### config.mk
export PLATFORM = sky130hd
export DESIGN_NAME = lta_top
export DESIGN_NICKNAME = d
export VERILOG_FILES = /design/src/lta_pkg.sv /design/src/lta_pol.sv /design/src/lta_sync.sv /design/src/lta_top.sv
export SDC_FILE = /design/constraint.sdc
export NUM_CORES = 1
export LEC_CHECK = 0
export BUFFER_PORTS_ARGS = -buffer_cell sky130_fd_sc_hd__buf_4
export CAP_MARGIN = 5
export CORE_MARGIN = 5
export CORE_UTILIZATION = 40
export CTS_CLUSTER_SIZE = 8
export DETAILED_ROUTE_END_ITERATION = 10
export GPL_TIMING_DRIVEN = 0
export PLACE_DENSITY_LB_ADDON = 0.3
export SLEW_MARGIN = 25
export SYNTH_ARGS = -nofsm -noshare
export SYNTH_HDL_FRONTEND = slang
export SYNTH_SLANG_ARGS = --single-unit
export TNS_END_PERCENT = 5
### constraint.sdc
create_clock -name clk_sys -period 4.3 [get_ports clk_sys]
set_input_delay 0.215 -clock clk_sys [delete_from_list [all_inputs] [get_ports clk_sys]]
set_output_delay 0.215 -clock clk_sys [all_outputs]
set_load 0.05 [all_outputs]
### src/lta_pkg.sv
// shared constants and types of the twisted-pair link adaptation block
// assumes one 125 MHz core clock; all time counts derive from its period
package lta_pkg;

	// core clock period
	localparam int CLK_PERIOD_NS = 8;

	// post-reset configuration sequence length, least time rounded up
	localparam int CFG_TIME_NS = 20000;
	localparam int CFG_CYCLES  = (CFG_TIME_NS + CLK_PERIOD_NS - 1) / CLK_PERIOD_NS;
	localparam int CFG_W       = 12;
	localparam logic [11:0] CFG_LAST = 12'(CFG_CYCLES - 1);

	// default crossover hunting slot, a time in ns
	localparam int XOVER_SLOT_NS = 64000;

	// gigabit attempt counter
	localparam int ATT_W = 3;
	localparam logic [2:0] ATT_LIMIT = 3'h3;
	localparam logic [2:0] ATT_MAX   = 3'h7;

	// speed encoding on link_speed
	localparam logic [1:0] SPD_10   = 2'h0;
	localparam logic [1:0] SPD_100  = 2'h1;
	localparam logic [1:0] SPD_1000 = 2'h2;

	// values after reset
	localparam logic XOVER_EN_RST  = 1'h1;
	localparam logic POL_EN_RST    = 1'h1;
	localparam logic ADV_GIG_RST   = 1'h1;
	localparam logic SOFT_FLAG_RST = 1'h1;

	// link-up sequencing phases
	typedef enum logic [2:0] {
		PH_CONFIG,
		PH_IDLE,
		PH_XOVER,
		PH_EXCH,
		PH_UP
	} lta_phase_t;

endpackage

### src/lta_pol.sv
// per-pair receive polarity detection, freeze and override
// assumes pulse and polarity observations are already synchronised
`timescale 1ns/10ps
module lta_pol #(
	parameter int PAIRS = 4
) (
	// clock and reset
	input  wire logic             clk_sys,
	input  wire logic             rst_b,
	// link state
	input  wire logic             link_up,
	input  wire logic [1:0]       link_speed,
	input  wire logic             pulse_ok,
	input  wire logic             gb_pol_valid,
	input  wire logic [PAIRS-1:0] pol_obs,
	// control
	input  wire logic             pol_en,
	input  wire logic [PAIRS-1:0] ovr_en,
	input  wire logic [PAIRS-1:0] ovr_val,
	// result, one bit per pair, high means reversed
	output logic      [PAIRS-1:0] status
);

	typedef struct packed {
		logic [PAIRS-1:0] pol;
	} lta_pol_t;

	lta_pol_t         r;
	lta_pol_t         next_r;
	logic [PAIRS-1:0] next_pol;

	// each pair decides on its own
	genvar i;
	generate
		for (i = 0; i < PAIRS; i++)
		begin : g_pair
			always_comb
			begin
				next_pol[i] = r.pol[i];
				if (ovr_en[i])
					next_pol[i] = ovr_val[i];
				else if (!pol_en)
					next_pol[i] = 1'h0;
				else if (!link_up)
				begin
					// link pulses at 10M, training at gigabit, cleared to normal at 100M
					if (link_speed == lta_pkg::SPD_10 && pulse_ok)
						next_pol[i] = pol_obs[i];
					else if (link_speed == lta_pkg::SPD_1000 && gb_pol_valid)
						next_pol[i] = pol_obs[i];
					else if (link_speed == lta_pkg::SPD_100)
						next_pol[i] = 1'h0;
				end
			end
		end
	endgenerate

	always_comb
	begin
		next_r     = r;
		next_r.pol = next_pol;
	end

	always_ff @(posedge clk_sys)
	begin
		if (!rst_b)
			r <= '0;
		else
			r <= next_r;
	end

	assign status = r.pol;
endmodule

### src/lta_sync.sv
// two-flop synchroniser for levels arriving from the analog front end
// assumes the inputs are levels that hold for several core cycles
`timescale 1ns/10ps
module lta_sync #(
	parameter int W = 1
) (
	// clock and reset
	input  wire logic         clk_sys,
	input  wire logic         rst_b,
	// raw and synchronised levels
	input  wire logic [W-1:0] d,
	output logic      [W-1:0] q
);

	typedef struct packed {
		logic [W-1:0] s1;
		logic [W-1:0] s2;
	} lta_sync_t;

	lta_sync_t r;
	lta_sync_t next_r;

	// first stage is read only by the second stage
	always_comb
	begin
		next_r    = r;
		next_r.s1 = d;
		next_r.s2 = r.s1;
	end

	always_ff @(posedge clk_sys)
	begin
		if (!rst_b)
			r <= '0;
		else
			r <= next_r;
	end

	assign q = r.s2;

endmodule

### src/lta_top.sv
// link adaptation of a multi-speed twisted-pair transceiver: speed
// fallback, pair crossover, polarity and the post-reset configuration
// assumes training and link engine on the same clock; front-end levels async
`timescale 1ns/10ps
module lta_top #(
	parameter int XOVER_SLOT_NS = lta_pkg::XOVER_SLOT_NS
) (
	// clock and hardware reset
	input  wire logic       clk_sys,
	input  wire logic       rst_b,
	// management control
	input  wire logic       soft_reset_req,
	input  wire logic       ctl_wr,
	input  wire logic       ctl_xover_en,
	input  wire logic       ctl_pol_en,
	input  wire logic [3:0] pair_polarity_control_en,
	input  wire logic [3:0] pair_polarity_control_val,
	input  wire logic       gbe_only_mode,
	input  wire logic       link_capability_exchange_enable,
	// training and link engine
	input  wire logic       link_up,
	input  wire logic [1:0] link_speed,
	input  wire logic       gb_train_fail,
	input  wire logic       cable_unsuitable,
	input  wire logic       signal_poor,
	input  wire logic       gb_cd_swap,
	input  wire logic       gb_pol_valid,
	// analog front end, asynchronous levels
	input  wire logic       link_pulse_raw,
	input  wire logic [3:0] rx_pol_raw,
	// capability exchange control
	output logic            adv_gig,
	output logic            link_capability_exchange_start,
	output logic            link_restart,
	// pair mapping
	output logic            mdi_ab_cross,
	output logic            mdi_cd_swap,
	// status
	output logic [3:0]      pair_polarity_status,
	output logic            std_control_soft_reset_flag,
	output logic            gigabit_speed_fallback,
	output logic [2:0]      attempt_count,
	output logic            xover_enabled,
	output logic            pol_enabled
);

	// hunting slot, longest time rounded down, never below one cycle
	localparam int SLOT_RAW    = XOVER_SLOT_NS / lta_pkg::CLK_PERIOD_NS;
	localparam int SLOT_CYCLES = (SLOT_RAW < 1) ? 1 : SLOT_RAW;
	localparam int SLOT_W      = $clog2(SLOT_CYCLES + 1);
	localparam logic [SLOT_W-1:0] SLOT_LAST = SLOT_W'(SLOT_CYCLES - 1);

	typedef struct packed {
		lta_pkg::lta_phase_t phase;
		logic [lta_pkg::CFG_W-1:0] cfg_cnt;
		logic                      soft_flag;
		logic                      adv_gig;
		logic [lta_pkg::ATT_W-1:0] attempts;
		logic                      fallback;
		logic                      restart;
		logic                      an_start;
		logic                      xover_en;
		logic                      pol_en;
		logic                      ab_cross;
		logic                      cd_swap;
		logic [SLOT_W-1:0]         slot_cnt;
	} lta_top_t;

	localparam lta_top_t RST_STATE = '{
		phase:     lta_pkg::PH_CONFIG,
		cfg_cnt:   '0,
		soft_flag: lta_pkg::SOFT_FLAG_RST,
		adv_gig:   lta_pkg::ADV_GIG_RST,
		attempts:  '0,
		fallback:  1'h0,
		restart:   1'h0,
		an_start:  1'h0,
		xover_en:  lta_pkg::XOVER_EN_RST,
		pol_en:    lta_pkg::POL_EN_RST,
		ab_cross:  1'h0,
		cd_swap:   1'h0,
		slot_cnt:  '0
	};

	lta_top_t   r;
	lta_top_t   next_r;
	logic       pulse_ok;
	logic [3:0] pol_obs;
	logic [3:0] pol_status;
	logic       fb_fire;
	logic       gig_up;

	// front-end levels pass two flops before any logic looks at them
	lta_sync #(
		.W (5)
	) u_sync (
		.clk_sys (clk_sys),
		.rst_b   (rst_b),
		.d       ({link_pulse_raw, rx_pol_raw}),
		.q       ({pulse_ok, pol_obs})
	);

	// per-pair polarity handling
	lta_pol #(
		.PAIRS (4)
	) u_pol (
		.clk_sys      (clk_sys),
		.rst_b        (rst_b),
		.link_up      (link_up),
		.link_speed   (link_speed),
		.pulse_ok     (pulse_ok),
		.gb_pol_valid (gb_pol_valid),
		.pol_obs      (pol_obs),
		.pol_en       (r.pol_en),
		.ovr_en       (pair_polarity_control_en),
		.ovr_val      (pair_polarity_control_val),
		.status       (pol_status)
	);

	assign gig_up = link_up && (link_speed == lta_pkg::SPD_1000);

	// fallback fires only while gigabit is still advertised and the
	// feature is allowed; gigabit-only modes would otherwise never link
	always_comb
	begin
		fb_fire = 1'h0;
		if (!gbe_only_mode && r.adv_gig && r.phase != lta_pkg::PH_CONFIG)
			fb_fire = cable_unsuitable || signal_poor || (r.attempts > lta_pkg::ATT_LIMIT);
	end

	// whole next-state computation
	always_comb
	begin
		next_r          = r;
		next_r.restart  = 1'h0;
		next_r.an_start = 1'h0;

		// enables reset high, software may change them
		if (ctl_wr)
		begin
			next_r.xover_en = ctl_xover_en;
			next_r.pol_en   = ctl_pol_en;
		end

		if (gig_up)
			next_r.attempts = '0;
		else if (gb_train_fail && r.attempts != lta_pkg::ATT_MAX)
			next_r.attempts = r.attempts + 3'h1;

		// withdraw gigabit, force a link drop
		if (fb_fire)
		begin
			next_r.adv_gig  = 1'h0;
			next_r.fallback = 1'h1;
			next_r.restart  = 1'h1;
			next_r.attempts = '0;
			next_r.phase    = lta_pkg::PH_IDLE;
		end

		// gigabit-only modes must always advertise gigabit
		if (gbe_only_mode)
			next_r.adv_gig = 1'h1;

		case (r.phase)
			lta_pkg::PH_CONFIG:
			begin
				next_r.cfg_cnt = r.cfg_cnt + 12'h001;
				if (r.cfg_cnt == lta_pkg::CFG_LAST)
				begin
					next_r.soft_flag = 1'h0;
					next_r.phase     = lta_pkg::PH_IDLE;
				end
			end
			lta_pkg::PH_IDLE:
			begin
				next_r.slot_cnt = '0;
				next_r.cd_swap  = 1'h0;
				if (!fb_fire)
				begin
					if (r.xover_en)
						next_r.phase = lta_pkg::PH_XOVER;
					else
					begin
						next_r.ab_cross = 1'h0;
						next_r.an_start = link_capability_exchange_enable;
						next_r.phase    = lta_pkg::PH_EXCH;
					end
				end
			end
			lta_pkg::PH_XOVER:
			begin
				// valid link pulses lock the A/B mapping
				if (pulse_ok)
				begin
					next_r.an_start = link_capability_exchange_enable;
					next_r.phase    = lta_pkg::PH_EXCH;
				end
				else if (r.slot_cnt == SLOT_LAST)
				begin
					next_r.slot_cnt = '0;
					next_r.ab_cross = !r.ab_cross;
				end
				else
					next_r.slot_cnt = r.slot_cnt + SLOT_W'(1);
				// link partner may also come up with exchange off
				if (link_up)
					next_r.phase = lta_pkg::PH_UP;
			end
			lta_pkg::PH_EXCH:
			begin
				// gigabit training resolves the C/D pairs
				if (link_speed == lta_pkg::SPD_1000 && r.xover_en)
					next_r.cd_swap = gb_cd_swap;
				if (link_up)
					next_r.phase = lta_pkg::PH_UP;
			end
			lta_pkg::PH_UP:
			begin
				if (link_speed != lta_pkg::SPD_1000)
					next_r.cd_swap = 1'h0;
				if (!link_up)
					next_r.phase = lta_pkg::PH_IDLE;
			end
			default:
				next_r.phase = lta_pkg::PH_IDLE;
		endcase

		// soft reset restores link state but not configuration
		if (r.soft_flag && r.phase != lta_pkg::PH_CONFIG)
		begin
			next_r.soft_flag = 1'h0;
			next_r.adv_gig   = lta_pkg::ADV_GIG_RST;
			next_r.fallback  = 1'h0;
			next_r.attempts  = '0;
			next_r.an_start  = 1'h0;
			next_r.restart   = 1'h1;
			next_r.phase     = lta_pkg::PH_IDLE;
		end

		// a new request in the clearing cycle wins over the clear
		if (soft_reset_req)
			next_r.soft_flag = 1'h1;
	end

	always_ff @(posedge clk_sys)
	begin
		if (!rst_b)
			r <= RST_STATE;
		else
			r <= next_r;
	end

	// all outputs are flop outputs
	assign adv_gig                     = r.adv_gig;
	assign link_capability_exchange_start                  = r.an_start;
	assign link_restart                = r.restart;
	assign mdi_ab_cross                = r.ab_cross;
	assign mdi_cd_swap                 = r.cd_swap;
	assign pair_polarity_status        = pol_status;
	assign std_control_soft_reset_flag = r.soft_flag;
	assign gigabit_speed_fallback      = r.fallback;
	assign attempt_count               = r.attempts;
	assign xover_enabled               = r.xover_en;
	assign pol_enabled                 = r.pol_en;
endmodule

==> impl_metrics.json <==
{
  "max-clock-path-buffers": 2,
  "ys_seq_elements": 54,
  "portBuffers": 43,
  "synth_simple_gate_area_share_pct": 29.02,
  "vias_per_cell": 5.151,
  "cp.arrival_ps": 2140,
  "nFillCells": 567,
  "antenna_cells": 0,
  "period_share_pct": 44.93,
  "wl_per_cell_um": 13.21,
  "coreArea_um2": 5991,
  "powerDensity_nw_per_um2": 441.3,
  "clk_latency_ps": 310,
  "fin_ws_ps": 2368,
  "syn_to_final_growth_pct": 19.98,
  "p_clk_share_pct": 20.9,
  "rows": 28,
  "cp.required_ps": 4510,
  "synth.area.mux_share_pct": 2.448,
  "synth_edf_count": 0,
  "cts_hold_buf": 0,
  "pin_count": 45,
  "internal_power_mw": 0.8404,
  "pre_cts_ws_ps": 2371,
  "nNetsFinal": 356,
  "grt_overflow": 0,
  "hold_path.class": "input port to flop",
  "gp_congestion": 0.8323,
  "ys.flop_type": "dfxtp_1",
  "total_power_mw": 1.326,
  "synthArstFlopShare_pct": 0,
  "leakagePower_nw": 1.195,
  "synth_area_leader_cell": "dfxtp_1",
  "rr_worst_depth": 6,
  "grtUsageTotal_pct": 14.24,
  "worst_pin_slew_ps": 551.9,
  "wirelength_um": 5245,
  "hold_viol_final": 0,
  "path_max_fanout": 5,
  "clockRootBuffer": "clkbuf_8",
  "yosysTopAreaCellShare_pct": 43.16,
  "cts_tree": "built",
  "cts-resized-gates": 0,
  "status": "finished clean",
  "slew_headroom_pct": 63.13,
  "irDropWorstVdd_mv": 0.2172,
  "p_sw_share_pct": 36.63,
  "grt_pass1_wl_um": 8970,
  "synth-xor-area-share_pct": 7.692,
  "path_clk_slew_ps": 90,
  "syn-instance-count": 272,
  "hold_path_depth": 2,
  "rsz0062_at_grt": "false",
  "antenna_found_initial": 0,
  "syn_area_um2": 2505,
  "yosysMostFrequentCell": "dfxtp_1",
  "fin_setup_tns_ps": 0,
  "start_kind": "flop",
  "synth_nets": 306,
  "seq_power_share_pct": 44.1,
  "min_period_ps": 1932,
  "pwr-share-comb_pct": 35.0,
  "slew_violations": 0,
  "first_pass_iters": 4,
  "synth_area_leaders": "dfxtp_1 43%, and2_1 5.2%, xnor2_1 3.8%",
  "netSwitchingPower_mw": 0.4858,
  "htree_levels": 2,
  "numClockSinks": 54,
  "grt_max_degree": 17,
  "synth_compound_area_share_pct": 11.99,
  "timing.hold.ws_ps": 101.2,
  "num_vias": 2045,
  "max_freq_mhz": 517.6,
  "grt_pass1_vias": 1981,
  "drt_iter0_markers": 88,
  "drive_gt1_share_pct": 21.74,
  "hpwl_um": 3939,
  "floorplan.initialDensity_pct": 41.81,
  "die-width_um": 89.14,
  "setup_violations": 0,
  "postLayoutCoreUtil_pct": 50.17,
  "dieArea_um2": 7945,
  "ant_nets": 0,
  "ys_warn_count": 0,
  "seq_area_frac_synth_pct": 43.16,
  "drc_errors": 0,
  "worstSetupPathType": "flop to flop",
  "synth_common_cells": "54 x dfxtp_1, 25 x nor2_1, 21 x and2_1, 21 x nand2_1, 15 x nand3_1",
  "synth_top_family_by_area": "simple AND/OR/NAND/NOR gates",
  "synthDistinctLibCells": 54,
  "maxCapViolations": 0,
  "die_h_um": 89.14,
  "end_kind": "flop",
  "syn_area_per_cell_um2": 9.209,
  "numCtsBuffers": 5,
  "synthAdderAreaFrac_pct": 2.498,
  "skew_ps": 8.264,
  "ff2ff_setup_slack_ps": 2370,
  "postCtsSetupBuffers": 0
}
registers in the layout, summed over array words and instances, names as in the netlist:
name,flops
link_restart,1
mdi_cd_swap,1
u_pol.status,4
attempt_count,3
u_sync.q,5
xover_enabled,1
std_control_soft_reset_flag,1
gigabit_speed_fallback,1
mdi_ab_cross,1
u_sync.next_r,5
link_capability_exchange_start,1
pol_enabled,1
r,28
adv_gig,1
path summary, 6_finish.rpt:
kind	startpoint	endpoint
worst min register to register	u_sync.next_r[0]	u_sync.q[0]
worst max register to register	attempt_count[0]	r[38]
worst min-delay path	soft_reset_req	std_control_soft_reset_flag
worst max-delay path	attempt_count[0]	r[38]
kinds of logic after synthesis:
family / Yosys count
AO/OA/AOI/OAI: 40
buffers and inverters: 14
AND/OR/NAND/NOR: 131
multiplexers: 6
flip-flops: 54
XOR/XNOR: 22
adder cells (fa/ha/maj): 5
metal layers:
metal  vias to the layer above  part of all wire [%]  global-route usage, %
met3                         5                   5.3                  3.318
met1                       949                    48                  19.80
met5                         -                     0                      0
met4                         0                  0.69                  4.465
met2                        41                    46                  21.90
li1                       1050                     -                      -
worst max-delay path, stage by stage (launching register included):
cell and delay (ps):
dfxtp_1 360, ha_1 240, ha_1 180, o21a_1 210
nor4b_2 450, nor3b_1 120, o221a_2 280
power groups by stage:
stage          sequential, mW  combinational [mW]  clock (mW)
2_1_floorplan           0.630               0.307           0
3_3_place_gp            0.595               0.460           0
3_5_place_dp            0.596               0.464           0
4_1_cts                 0.585               0.467       0.288
5_1_grt                 0.592               0.512       0.303
6_report                0.585               0.464       0.277
layout make-up:
| class | instances | area (um2) | area share (%) |
|---|---|---|---|
| multi-input cells | 204 | 1344 | 44.71 |
| flip-flops and latches | 54 | 1081 | 35.97 |
| repair buffers | 43 | 322.8 | 10.74 |
| well taps | 75 | 93.84 | 3.122 |
| plain buffers | 12 | 72.57 | 2.415 |
| clock buffers | 5 | 68.82 | 2.290 |
| clock inverters | 2 | 15.01 | 0.4996 |
| inverters | 2 | 7.507 | 0.2498 |
placed cells by master (no fill, tap or decap), types with 6 or more instances in the layout:
cell / Yosys / layout
a21oi_1: 6 / 6
and2_1: 21 / 21
buf_4: 3 / 46
clkbuf_1: 6 / 6
dfxtp_1: 54 / 54
nand2_1: 21 / 21
nand3_1: 15 / 15
nand4_1: 9 / 9
nor2_1: 25 / 25
nor2b_1: 6 / 6
xnor2_1: 11 / 11
xor2_1: 11 / 11
metrics by stage:
stage | instance area [um2] | cells
after global routing | 3005 | 397
after detailed placement | 2922 | 390
after floorplan | 2505 | 272
after CTS | 3005 | 397
final | 3005 | 397
after global placement | 2922 | 390
Power figures use the tool's default switching activity.
